File: src/actuator_pdo_pkg.sv
package actuator_pdo_pkg;

  ////////////////////////////////////////////////////////////////////////////
  // Timing
  localparam int CLK_PERIOD_NS = 8;
  localparam int OVERCUR_TIME_NS = 8000000;
  // Trip needs current above limit for more than this, so round up
  localparam int OVERCUR_CYCLES =
    (OVERCUR_TIME_NS + CLK_PERIOD_NS - 1) / CLK_PERIOD_NS;
  localparam int FB_PERIOD_NS = 10000000;
  localparam int FB_PERIOD_CYCLES = FB_PERIOD_NS / CLK_PERIOD_NS;

  ////////////////////////////////////////////////////////////////////////////
  // Identifiers and object indices
  localparam logic [10:0] RPDO_BASE_ID = 11'h200;
  localparam logic [10:0] TPDO_BASE_ID = 11'h180;
  localparam logic [6:0] DEFAULT_NODE_ID = 7'h13;
  localparam logic [15:0] OBJ_MOTION_CONTROL_BITS = 16'h2104;
  localparam logic [15:0] OBJ_MEASURED_POSITION = 16'h2200;
  localparam logic [15:0] OBJ_MEASURED_CURRENT = 16'h2201;
  localparam logic [15:0] OBJ_MEASURED_DUTY_CYCLE = 16'h2202;
  localparam logic [15:0] OBJ_MOTION_DIRECTION_FLAGS = 16'h2203;

  ////////////////////////////////////////////////////////////////////////////
  // Field positions (bit offset of the low byte in the 8-byte payload; ENABLE_BIT, EXTEND_BIT, RETRACT_BIT index a bit within one byte)
  localparam int CTL_POS_LO = 0;
  localparam int CTL_CUR_LO = 16;
  localparam int CTL_SPD_LO = 32;
  localparam int CTL_PROF_LO = 48;
  localparam int CTL_BITS_LO = 56;
  localparam int ENABLE_BIT = 0;
  localparam int EXTEND_BIT = 0;
  localparam int RETRACT_BIT = 1;

  ////////////////////////////////////////////////////////////////////////////
  // Value ranges and reset values
  localparam logic [15:0] SPEED_MIN = 16'h00c8;
  localparam logic [15:0] SPEED_MAX = 16'h03e8;
  localparam logic [7:0] PROFILE_NORMAL = 8'h00;
  localparam logic [7:0] PROFILE_PRECISE = 8'h01;
  localparam logic [7:0] PROFILE_SMALL_STEP = 8'h02;
  localparam logic [15:0] RST_TARGET_POS = 16'h0000;
  localparam logic [15:0] RST_CURRENT_LIMIT = 16'h0000;
  localparam logic [7:0] RST_CONTROL_BITS = 8'h00;

  ////////////////////////////////////////////////////////////////////////////
  // Carriers
  typedef struct packed {
    logic [10:0] id;
    logic [63:0] data;
  } can_frame_t;

  typedef struct packed {
    logic [7:0] control_bits;
    logic [7:0] profile;
    logic [15:0] speed;
    logic [15:0] current_limit;
    logic [15:0] target_pos;
  } motion_cmd_t;

  typedef struct packed {
    logic [15:0] position;
    logic [15:0] current;
    logic [15:0] duty;
    logic extending;
    logic retracting;
    logic [7:0] error_flags;
  } sense_t;

  typedef enum logic [0:0] {
    TX_IDLE = 1'b0,
    TX_WAIT = 1'b1
  } tx_state_t;

endpackage

File: src/overcurrent_monitor.sv
`timescale 1ns/1ps
module overcurrent_monitor
  import actuator_pdo_pkg::*;
#(
  parameter int LIMIT_CYC = OVERCUR_CYCLES
) (
  input wire logic core_clk,
  input wire logic rst_n,
  input wire logic over_limit,
  output logic trip
);

  logic [31:0] cnt_ff;
  logic [31:0] nxt_cnt;
  logic trip_ff;
  logic nxt_trip;

  assign trip = trip_ff;

  // Over-limit run length; trips once the run is longer than the window
  always_comb begin
    nxt_cnt = cnt_ff;
    nxt_trip = 1'b0;
    if (!over_limit) begin
      nxt_cnt = 32'h0000_0000;
    end else if (cnt_ff == 32'(LIMIT_CYC)) begin
      nxt_trip = 1'b1;
      nxt_cnt = 32'h0000_0000;
    end else begin
      nxt_cnt = cnt_ff + 32'h0000_0001;
    end
  end

  always_ff @(posedge core_clk) begin
    if (!rst_n) begin
      cnt_ff <= 32'h0000_0000;
      trip_ff <= 1'b0;
    end else begin
      cnt_ff <= nxt_cnt;
      trip_ff <= nxt_trip;
    end
  end

endmodule

File: src/actuator_pdo_control_feedback.sv
`timescale 1ns/1ps
module actuator_pdo_control_feedback
  import actuator_pdo_pkg::*;
#(
  parameter int OVERCUR_CYC = OVERCUR_CYCLES,
  parameter int FB_PERIOD_CYC = FB_PERIOD_CYCLES
) (
  input wire logic core_clk,
  input wire logic rst_n,
  input wire logic [6:0] node_id,
  input wire logic nmt_operational,
  input wire logic rx_valid,
  input wire can_frame_t rx_frame,
  input wire sense_t sense,
  input wire logic inrush_phase,
  input wire logic tx_ready,
  output logic tx_valid,
  output can_frame_t tx_frame,
  output motion_cmd_t cmd,
  output logic motor_run,
  output logic brake_on
);

  ////////////////////////////////////////////////////////////////////////////
  // Helpers

  function automatic logic [15:0] clamp_speed(input logic [15:0] s);
    if (s < SPEED_MIN) begin
      return SPEED_MIN;
    end else if (s > SPEED_MAX) begin
      return SPEED_MAX;
    end
    return s;
  endfunction

  function automatic motion_cmd_t decode_cmd(input logic [63:0] d);
    motion_cmd_t c;
    c.target_pos = d[CTL_POS_LO +: 16];
    c.current_limit = d[CTL_CUR_LO +: 16];
    c.speed = clamp_speed(d[CTL_SPD_LO +: 16]);
    // Profile approach modes
    // Unknown codes fall back to normal so the drive never sees them
    c.profile = (d[CTL_PROF_LO +: 8] > PROFILE_SMALL_STEP) ?
      PROFILE_NORMAL : d[CTL_PROF_LO +: 8];
    c.control_bits = d[CTL_BITS_LO +: 8];
    return c;
  endfunction

  function automatic logic [10:0] node_cob(input logic [10:0] base,
                                           input logic [6:0] nid);
    return base + {4'h0, nid};
  endfunction

  ////////////////////////////////////////////////////////////////////////////
  // Control path

  motion_cmd_t cmd_ff;
  motion_cmd_t nxt_cmd;
  logic run_ff;
  logic nxt_run;
  logic tripped_ff;
  logic nxt_tripped;
  logic rx_hit;
  logic trip;
  logic over_limit;

  assign rx_hit = rx_valid && nmt_operational &&
                  (rx_frame.id == node_cob(RPDO_BASE_ID, node_id));

  assign over_limit = run_ff && !inrush_phase &&
                      (sense.current > cmd_ff.current_limit);

  overcurrent_monitor #(
    .LIMIT_CYC(OVERCUR_CYC)
  ) u_overcurrent_monitor (
    .core_clk(core_clk),
    .rst_n(rst_n),
    .over_limit(over_limit),
    .trip(trip)
  );

  always_comb begin
    nxt_cmd = cmd_ff;
    if (rx_hit) begin
      nxt_cmd = decode_cmd(rx_frame.data);
    end
    // Latch trip, set wins
    // A trip holds until the master sends a frame with enable clear
    nxt_tripped = trip ||
      (tripped_ff && !(rx_hit && !rx_frame.data[CTL_BITS_LO + ENABLE_BIT]));
    nxt_run = nxt_cmd.control_bits[ENABLE_BIT] && !nxt_tripped;
  end

  always_ff @(posedge core_clk) begin
    if (!rst_n) begin
      cmd_ff <= '{control_bits: RST_CONTROL_BITS, profile: PROFILE_NORMAL,
                  speed: SPEED_MIN, current_limit: RST_CURRENT_LIMIT,
                  target_pos: RST_TARGET_POS};
      run_ff <= 1'b0;
      tripped_ff <= 1'b0;
    end else begin
      cmd_ff <= nxt_cmd;
      run_ff <= nxt_run;
      tripped_ff <= nxt_tripped;
    end
  end

  assign cmd = cmd_ff;
  assign motor_run = run_ff;
  assign brake_on = tripped_ff;

  ////////////////////////////////////////////////////////////////////////////
  // Feedback framer

  tx_state_t tx_state_ff;
  tx_state_t nxt_tx_state;
  can_frame_t tx_frame_ff;
  can_frame_t nxt_tx_frame;
  logic [31:0] per_cnt_ff;
  logic [31:0] nxt_per_cnt;
  logic tick;
  logic [7:0] dir_flags;

  assign tick = (per_cnt_ff == 32'(FB_PERIOD_CYC - 1));

  assign dir_flags = {6'h00,
                      sense.retracting && !sense.extending,
                      sense.extending && !sense.retracting};

  always_comb begin
    nxt_per_cnt = tick ? 32'h0000_0000 : per_cnt_ff + 32'h0000_0001;
    nxt_tx_state = tx_state_ff;
    nxt_tx_frame = tx_frame_ff;
    unique case (tx_state_ff)
      TX_IDLE: begin
        // Feedback only in operational; a missed tick is skipped, not queued
        if (tick && nmt_operational) begin
          nxt_tx_state = TX_WAIT;
          nxt_tx_frame.id = node_cob(TPDO_BASE_ID, node_id);
          nxt_tx_frame.data = {sense.error_flags, dir_flags, sense.duty,
                               sense.current, sense.position};
        end
      end
      TX_WAIT: begin
        if (tx_ready) begin
          nxt_tx_state = TX_IDLE;
        end
      end
    endcase
  end

  always_ff @(posedge core_clk) begin
    if (!rst_n) begin
      tx_state_ff <= TX_IDLE;
      tx_frame_ff <= '0;
      per_cnt_ff <= 32'h0000_0000;
    end else begin
      tx_state_ff <= nxt_tx_state;
      tx_frame_ff <= nxt_tx_frame;
      per_cnt_ff <= nxt_per_cnt;
    end
  end

  assign tx_valid = (tx_state_ff == TX_WAIT);
  assign tx_frame = tx_frame_ff;
endmodule

File: config.mk
export PLATFORM = sky130hd
export DESIGN_NAME = actuator_pdo_control_feedback
export DESIGN_NICKNAME = d
export VERILOG_FILES = /design/src/actuator_pdo_pkg.sv /design/src/overcurrent_monitor.sv /design/src/actuator_pdo_control_feedback.sv
export SDC_FILE = /design/constraint.sdc
export NUM_CORES = 1
export LEC_CHECK = 0
export ABC_AREA = 0
export BUFFER_PORTS_ARGS = -buffer_cell sky130_fd_sc_hd__buf_4
export CORE_MARGIN = 2
export CORE_UTILIZATION = 45
export CTS_CLUSTER_DIAMETER = 100
export DETAILED_ROUTE_END_ITERATION = 7
export PLACE_DENSITY = 0.77
export RECOVER_POWER = 50
export SLEW_MARGIN = 20
export SYNTH_ARGS = -nofsm -noshare
export SYNTH_HDL_FRONTEND = slang
export SYNTH_SLANG_ARGS = --single-unit
export TNS_END_PERCENT = 1
File: constraint.sdc
create_clock -name core_clk -period 1.9 [get_ports core_clk]
set_input_delay 0.19 -clock core_clk [delete_from_list [all_inputs] [get_ports core_clk]]
set_output_delay 0.19 -clock core_clk [all_outputs]
set_load 0.05 [all_outputs]
# Word-level counts from Yosys, hierarchy flattened
# Cells that the tools add are included.
# totals
reg_bits,201
inputBits,146
out_inout_bits,142
wordCells,61
# op_classes
addsub,4
magnitude_cmp,4
n_eq_ne,3
muxes,12
bitwise_logic,3
n_reduce_logical,21
# ops
op,count
"adder 32 x 1 -> 32 bit, second input constant",2
2-to-1 mux 57 bit,1
2-to-1 mux 16 bit,3
"== test 32 x 20 -> 1 bit, second input constant",1
"== test 32 x 21 -> 1 bit, second input constant",1
"greater-than comparator 16 x 10 -> 1 bit, second input constant",1
greater-than comparator 16 bit,1
"< comparator 16 x 8 -> 1 bit, second input constant",1
"adder 10 x 7 -> 11 bit, first input constant",1
== test 11 bit,1
"adder 9 x 7 -> 10 bit, first input constant",1
logical AND 1 bit,10
"greater-than comparator 8 x 2 -> 1 bit, second input constant",1
2-to-1 mux 8 bit,1
logical NOT 1 bit,6
2-to-1 mux 1 bit,6
AND reduction 2 bit,2
inverter 1 bit,3
OR reduction 3 bit,1
case mux 1 bit (2 select lines),1
OR reduction 2 bit,1
logical OR 1 bit,1

# Logic depth before layout (Yosys ltp)
# Gate-level depths: netlist of run 1.
# depth
depth_word,9
ltp_mapped,9

# Hierarchy
# A second synthesis of run 1 with hierarchy kept.
# unflattened
cells_unflattened,955
area_unflattened_um2,8565.7
# modules_own_cells
module,instances,cells_each,area_per_inst_um2,seq_area_each_um2
actuator_pdo_control_feedback,1,772,6969.2,3303.2
overcurrent_monitor,1,183,1596.5,660.6

# Worst setup path before layout of run 1
# Ideal clock, no wire load.
# synth_timing
path_type,register to register
from,register cmd_ff (netlist bit cmd[17])
to,register u_overcurrent_monitor.cnt_ff[14]
t_arrival_ns,2.228
setup_slack_ns,-0.469
path_stages_with_launch,9
path_buffers,1
period_less_slack_ns,2.369
path_cell_list,dfxtp_1 inv_1 ha_1 nor2b_1 o211ai_1 a2111oi_0 o31ai_1 clkbuf_1 nor3_1
# synth_between
elab_chain_cells,4
# synth_rtl
item,line_no,source
start: declaration,actuator_pdo_control_feedback.sv:57,motion_cmd_t cmd_ff;
start signal: assignment,actuator_pdo_control_feedback.sv:96,"cmd_ff <= '{control_bits: RST_CONTROL_BITS, profile: PROFILE_NORMAL,"
start signal: assignment,actuator_pdo_control_feedback.sv:102,cmd_ff <= nxt_cmd;
greater-than comparator 16 bit,actuator_pdo_control_feedback.sv:71,(sense.current > cmd_ff.current_limit);
logical AND 1 bit,actuator_pdo_control_feedback.sv:70,assign over_limit = run_ff && !inrush_phase &&
inverter 1 bit (no source line),--,
OR reduction 3 bit (no source line),--,
end signal: assignment,overcurrent_monitor.sv:39,cnt_ff <= nxt_cnt;
end: declaration,overcurrent_monitor.sv:13,logic [31:0] cnt_ff;
# No other way between the ends.
# A chain may end at the register's enable or synchronous reset.

# Worst setup path after layout of run 1
# layout_timing
from,register per_cnt_ff[24]
to,register tx_frame_ff (netlist bit tx_frame[11])
# layout_between
elab_chain_cells,3
# layout_rtl
item,line_no,source
start: declaration,actuator_pdo_control_feedback.sv:119,logic [31:0] per_cnt_ff;
start signal: assignment,actuator_pdo_control_feedback.sv:160,per_cnt_ff <= nxt_per_cnt;
== test 32 x 21 -> 1 bit,actuator_pdo_control_feedback.sv:124,assign tick = (per_cnt_ff == 32'(FB_PERIOD_CYC - 1));
logical AND 1 bit,actuator_pdo_control_feedback.sv:137,if (tick && nmt_operational) begin
AND reduction 2 bit (no source line),--,
end signal: assignment,actuator_pdo_control_feedback.sv:159,tx_frame_ff <= nxt_tx_frame;
end: declaration,actuator_pdo_control_feedback.sv:117,can_frame_t tx_frame_ff;
# No other way between the ends.

==> impl_metrics.yaml, run 1 <==
status:
  status: "finished with violations"
  violations: "setup timing"
critical_path:
  r2r_cells: 8
  crit_path_start_kind: "flop"
  crit_required_ns: 2.27
  max_stage_delay_ns: 0.33
  arrival_ns: 2.34
  crit_type: "reg2reg"
  reg2reg_slack_ns: -0.07
  rr_endpoint: "tx_frame[11]$_SDFFE_PN0P_"
  path_buf_inv: 3
  crit_path_max_fanout: 13
  crit_family: "simple AND/OR/NAND/NOR gates"
  crit_chain: "nor4_2 > nand4_1 > buf_4 > nor4_4 > buf_6 > clkbuf_16 > nand2_1 > a21oi_2"
  critPathCaptureType: "flop"
  r2r_start: "per_cnt_ff[24]$_SDFF_PP0_"
  cp_slowest_cell: "dfxtp_2"
cts:
  cts_sinks: 198
  htreeDepth: 4
  clock_latency_ns: 0.44
  cts.reportedPaths.clkPinSlew_ns: 0.08
  clock_path_buffers: 2
  cts_root_buffer: "clkbuf_16"
  cts_made_buffers: 17
  tritoncts: "built"
detailed_routing:
  wl_per_cell_microns: 16.3
  drt_wl_total_microns: 26200
  route.detailed.drc: 0
  dr_total_vias: 8401
  viasPerCell: 5.22
  first_pass_iters: 5
  postRouteAntennaNets: 0
  drt_iter0_drc: 459
synthesis:
  synthArstFlopShare: 0
  syn_avg_cell_area_sq_um: 8.32
  synth_cells: 986
  synth_edf_count: 0
  synth_ff_type: "dfxtp_1"
  synth.most_common_cell: "nand2_1"
  synth_largest_area_cell: "dfxtp_1"
  yosysWarnings: 0
  synthTopCellsByCount: "237 x nand2_1, 198 x dfxtp_1, 117 x a21oi_1"
  netlist.area_leader.share: 0.483
  synth_cell_types: 49
  synth_seq_cells: 198
  synth.top_cells.by_area: "dfxtp_1 48%, nand2_1 11%, a21oi_1 7.1%"
  ys_seq_area_frac: 0.483
  netlist_area_sq_mm: 0.00820
global_route:
  grt_first_pass_wirelength_microns: 40300
  grtUsageMet3: 0.0501
  grt_max_degree: 108
  antenna_found_initial: 0
  met2_usage: 0.455
  grt_usage: 0.255
  busiest_layer: "met2"
  overflow: 0
  met1_usage: 0.302
  first_global_vias: 8277
power:
  total_power_mw: 8.30
  ir_drop_uv: 634
  p_leak_nw: 4.55
  power_density_mw_per_mm2: 680
floorplan:
  dieWidth_microns: 139
  initial_core_util: 0.458
  die-area_sq_mm: 0.0193
  die_h_microns: 139
  row_count: 49
  ios: 288
  coreArea_sq_mm: 0.0179
place:
  gp_congestion: 0.897
  place_hpwl_microns: 16600
  dpl_cell_area_sq_mm: 0.0110
  dpl.cell_count: 1497
  post-place-ws_ns: -0.0978
  numPortBuffers: 279
timing:
  drv_slew: 0
  hold_slack_ns: 0.00638
  max_freq_mhz: 508
  slew_headroom: 0.554
  layout_setup_ws_ns: -0.0680
  setup_viol: 23
  worst_slew_pin_slew_ns: 0.673
  finalCriticalPeriod_ns: 1.97
  hold_viol_final: 0
  fin_tns_setup_ns: -0.703
  fin_crit_sh: 1.04
  rsz0062_at_grt: "yes"
  final.setup_skew_ns: 0.0136
finish:
  syn_to_final_growth_pct: 49.0
  stdcell_count: 1609
  final_core_util: 0.682
  postLayoutCellArea_sq_mm: 0.0122
  drive_gt1_frac: 0.255
  n_antenna_cell: 0
  nets: 1532
worst_hold_path:
  hold_path_end: "tx_frame[3]$_SDFFE_PN0P_"
  hp-class: "in2reg"
  min_from: "sense[45]"
  min_path_cells: 3
job:
  cap_viol_max_count: 0
==> how the worst max path moves through the flow <==
stage                     slack, ns                                     endpoint  cells past startpoint                 startpoint
final                         -0.07                    tx_frame[11]$_SDFFE_PN0P_                      8  per_cnt_ff[24]$_SDFF_PP0_
after global routing          -0.17  u_overcurrent_monitor.cnt_ff[18]$_SDFF_PP0_                      8       cmd[17]$_SDFFE_PN0P_
after detailed placement       -0.1                    tx_frame[49]$_SDFFE_PN0P_                      7  per_cnt_ff[31]$_SDFF_PP0_
after global placement        -0.03                    tx_frame[49]$_SDFFE_PN0P_                      7  per_cnt_ff[18]$_SDFF_PP0_
after CTS                     -0.03                    tx_frame[29]$_SDFFE_PN0P_                      9   per_cnt_ff[0]$_SDFF_PP0_
after floorplan               -0.02  u_overcurrent_monitor.cnt_ff[14]$_SDFF_PP0_                      8       cmd[30]$_SDFFE_PN0P_
==> cell usage in the layout, fill, tap and decap left out, types with 5 or more instances in the layout <==
cell	n
inv_1	19
inv_2	7
buf_4	212
ha_1	11
and3_1	19
nor3_2	11
nor2_1	66
nor4_1	12
buf_6	5
inv_6	7
clkbuf_1	117
clkbuf_16	18
a21oi_2	24
and4_1	10
dfxtp_4	11
xor2_1	38
buf_12	7
dfxtp_2	10
conb_1	8
xnor2_1	28
nor3_1	33
nand3_1	29
dfxtp_1	177
a21oi_1	93
dlygate4sd3_1	75
nand4_1	23
nand2_1	234
ha_4	8
==> worst register-to-register path: cells and delay by family, from the launching register on <==
kind	cells	cell delay (ns)
AO/OA/AOI/OAI	1	0.15
buffers and inverters	3	0.59
flip-flops	1	0.33
AND/OR/NAND/NOR	4	0.84
==> cell families (layout without fill, tap and decap cells) <==
| logic type | after synthesis | in the layout | synth area share |
|---|---|---|---|
| adder cells (fa/ha/maj) | 19 | 19 | 0.0290 |
| flip-flops | 198 | 198 | 0.483 |
| buffers and inverters | 91 | 478 | 0.0528 |
| multiplexers | 1 | 1 | 0.00122 |
| other | 1 | 8 | 0.000457 |
| AND/OR/NAND/NOR | 473 | 473 | 0.272 |
| XOR/XNOR | 66 | 66 | 0.0705 |
| AO/OA/AOI/OAI | 137 | 137 | 0.0903 |
==> sequential cells by signal, indices dropped and copies added, names as in the netlist <==
register	flops
cmd	64
tx_frame	66
tx_valid	1
brake_on	1
u_overcurrent_monitor.trip	1
u_overcurrent_monitor.cnt_ff	32
motor_run	1
per_cnt_ff	32
==> cell type report <==
type,count,area (sq um)
multi-input cells,704,4160
fillers,1444,5690
well taps,229,287
flip-flops and latches,198,4020
repair buffers,418,3050
inverters,28,109
clock inverters,14,158
clock buffers,18,429
==> metal layers <==
layer  part of all wire  vias up
met1               0.41     4002
met5                  0        -
met4              0.027        0
met3              0.049       53
met2               0.52      282
li1                   -     4064
==> power breakdown <==
group	internal (mW)	switching [mW]	total [mW]
clock	1.77	1.78	3.55
combinational	0.355	0.258	0.613
sequential	4.14	0.00574	4.14
==> repair_timing <==
item / in CTS / in global routing
gates cloned: 2 / 1
resized for setup: 14 / 44
endpoints found under the hold margin: 75 / 0
setup buffers: 1 / 1
hold buffers: 75 / 0
setup endpoints to repair: 81 / 103
pin swaps: 12 / 44
Note: power is estimated with default switching activity, not from simulation.
==> inputs of run 2 (changes only) <==
- PLACE_DENSITY: 0.77 -> 0.76
- SYNTH_HIERARCHICAL: default -> 1
==> impl_metrics.yaml, run 2 <==
status:
  status: "finished with violations"
  violations: "setup timing"
timing:
  fin_crit_sh: 1.17
  rsz0062_at_grt: "yes"
  slew_headroom: 0.455
  max_freq_mhz: 449
  worst_slew_pin_slew_ns: 0.821
  setup_viol: 35
  layout_setup_ws_ns: -0.328
  final.setup_skew_ns: 0.0129
  finalCriticalPeriod_ns: 2.23
  hold_viol_final: 0
  drv_slew: 0
  fin_tns_setup_ns: -8.89
critical_path:
  r2r_cells: 10
  crit_path_start_kind: "flop"
  crit_required_ns: 2.27
  arrival_ns: 2.60
  reg2reg_slack_ns: -0.33
  r2r_start: "cmd[31]$_SDFFE_PN0P_"
  crit_type: "reg2reg"
  crit_path_max_fanout: 32
  rr_endpoint: "u_overcurrent_monitor/cnt_ff[22]$_SDFF_PP0_"
  critPathCaptureType: "flop"
synthesis:
  synth_cell_types: 52
  synth_largest_area_cell: "dfxtp_1"
  synth.most_common_cell: "dfxtp_1"
  synthArstFlopShare: 0
  netlist.area_leader.share: 0.463
  netlist_area_sq_mm: 0.00857
  yosysWarnings: 6
  synthTopCellsByCount: "198 x dfxtp_1, 93 x nand3_1, 92 x nand2_1"
  ys_seq_area_frac: 0.463
  syn_avg_cell_area_sq_um: 8.97
  synth.top_cells.by_area: "dfxtp_1 46%, nand3_1 5.4%, mux2i_1 4.7%"
  synth_ff_type: "dfxtp_1"
  synth_seq_cells: 198
  synth_edf_count: 0
  synth_cells: 955
detailed_routing:
  viasPerCell: 5.31
  postRouteAntennaNets: 0
  drt_iter0_drc: 492
  drt_wl_total_microns: 27500
  first_pass_iters: 7
  wl_per_cell_microns: 17.1
  dr_total_vias: 8538
  route.detailed.drc: 0
power:
  power_density_mw_per_mm2: 661
  total_power_mw: 8.27
  p_leak_nw: 4.79
  ir_drop_uv: 618
cts:
  clock_path_buffers: 2
  cts_setup_buffers: 0
  tritoncts: "built"
  cts_sinks: 198
  cts_root_buffer: "clkbuf_16"
  cts_made_buffers: 17
  clock_latency_ns: 0.44
  cts.reportedPaths.clkPinSlew_ns: 0.08
  htreeDepth: 4
finish:
  largest_reg_flops: 66
  final_core_util: 0.668
  drive_gt1_frac: 0.257
  syn_to_final_growth_pct: 45.9
  nets: 1527
  layout_common_cells: "251 x buf_4, 178 x dfxtp_1, 123 x clkbuf_1"
  n_antenna_cell: 0
  final_common_cell: "buf_4"
  stdcell_count: 1609
worst_hold_path:
  min_from: "rx_frame[62]"
  hp-class: "in2reg"
  hold_path_end: "cmd[62]$_SDFFE_PN0P_"
  min_path_cells: 3
floorplan:
  die-area_sq_mm: 0.0202
  die_h_microns: 142
  dieWidth_microns: 142
  ios: 288
  initial_core_util: 0.458
  coreArea_sq_mm: 0.0187
  row_count: 50
job:
  cap_viol_max_count: 0
global_route:
  grt_first_pass_wirelength_microns: 41700
  first_global_vias: 8099
  grt_usage: 0.264
  antenna_found_initial: 0
  overflow: 0
  grt_max_degree: 77
place:
  gp_congestion: 0.852
  place_hpwl_microns: 18400
  numPortBuffers: 279
  dpl.cell_count: 1516
run 2: cell count changes after synthesis, moves of 32 or more:
| cell | before | now |
|---|---|---|
| a21oi_1 | 117 | 31 |
| mux2i_1 | 1 | 40 |
| nand2_1 | 237 | 92 |
| nand3_1 | 29 | 93 |
| nor2b_1 | 1 | 43 |
| nor3_1 | 40 | 8 |
| o21ai_0 | 4 | 69 |
run 2: timing repair:
action	4_1_cts	5_1_grt
gates cloned	0	0
resized for setup	6	39
pin swaps	2	8
hold buffers	61	0
endpoints found under the setup margin	91	145
hold endpoints to repair	61	0
run 2: stage by stage:
step / cell area (sq um) / worst slack, ns / hold slack [ns]
floorplan: 8650 / -0.208 / 0.320
global placement: 11700 / -0.194 / 0.401
detailed placement: 11700 / -0.267 / 0.412
CTS: 12900 / -0.324 / 0.0000422
global route: 12500 / -0.449 / 0.000802
finish: 12500 / -0.328 / 0.00933
run 2: power by group:
| part | total, mW | leakage, nW | switching [mW] | internal (mW) |
|---|---|---|---|---|
| clock | 3.47 | 0.269 | 1.74 | 1.73 |
| sequential | 4.14 | 1.61 | 0.00269 | 4.14 |
| combinational | 0.651 | 2.91 | 0.276 | 0.376 |
| total | 8.27 | 4.79 | 2.02 | 6.25 |
run 2: cell type report:
class | instances | area [sq um]
Fill cell | 1490 | 6200
Multi-Input combinational cell | 668 | 4310
Sequential cell | 198 | 4010
Timing Repair Buffer | 449 | 3220
Clock buffer | 17 | 425
Tap cell | 234 | 293
Clock inverter | 15 | 139
Inverter | 28 | 105
run 2: routing by layer:
metal | part of all wire | global-route usage
met5 | 0 | 0
met4 | 0.044 | 0.139
met2 | 0.50 | 0.454
met3 | 0.076 | 0.0757
met1 | 0.38 | 0.296
run 2: critical path, cell delays in order (launching register included):
cell and delay [ns]:
dfxtp_4 0.34, inv_1 0.03, ha_1 0.28, nand4_1 0.19
nor2_1 0.16, o31ai_1 0.10, a2111oi_1 0.34, buf_4 0.19
o211ai_1 0.13, buf_12 0.21, a21oi_1 0.15
run 2: worst max path at each step:
| stage | from | slack (ns) | depth (start not counted) | to |
|---|---|---|---|---|
| floorplan | cmd[17]$_SDFFE_PN0P_ | -0.21 | 10 | u_overcurrent_monitor/cnt_ff[29]$_SDFF_PP0_ |
| global placement | cmd[17]$_SDFFE_PN0P_ | -0.19 | 11 | u_overcurrent_monitor/cnt_ff[24]$_SDFF_PP0_ |
| detailed placement | cmd[17]$_SDFFE_PN0P_ | -0.27 | 11 | u_overcurrent_monitor/cnt_ff[27]$_SDFF_PP0_ |
| CTS | cmd[17]$_SDFFE_PN0P_ | -0.32 | 11 | u_overcurrent_monitor/cnt_ff[22]$_SDFF_PP0_ |
| global route | cmd[31]$_SDFFE_PN0P_ | -0.45 | 10 | u_overcurrent_monitor/cnt_ff[22]$_SDFF_PP0_ |
| finish | cmd[31]$_SDFFE_PN0P_ | -0.33 | 10 | u_overcurrent_monitor/cnt_ff[22]$_SDFF_PP0_ |
run 2: kinds of logic (layout without fill, tap and decap cells):
group           Yosys count  count (layout)  synth area share
xor+xnor                 46              46            0.0470
flops                   198             198             0.463
simple gates            414             414             0.264
mux                      40              40            0.0467
buf+inv                  96             509            0.0546
fa+ha+maj                19              19            0.0278
other cells               1               8          0.000438
compound gates          141             141            0.0970
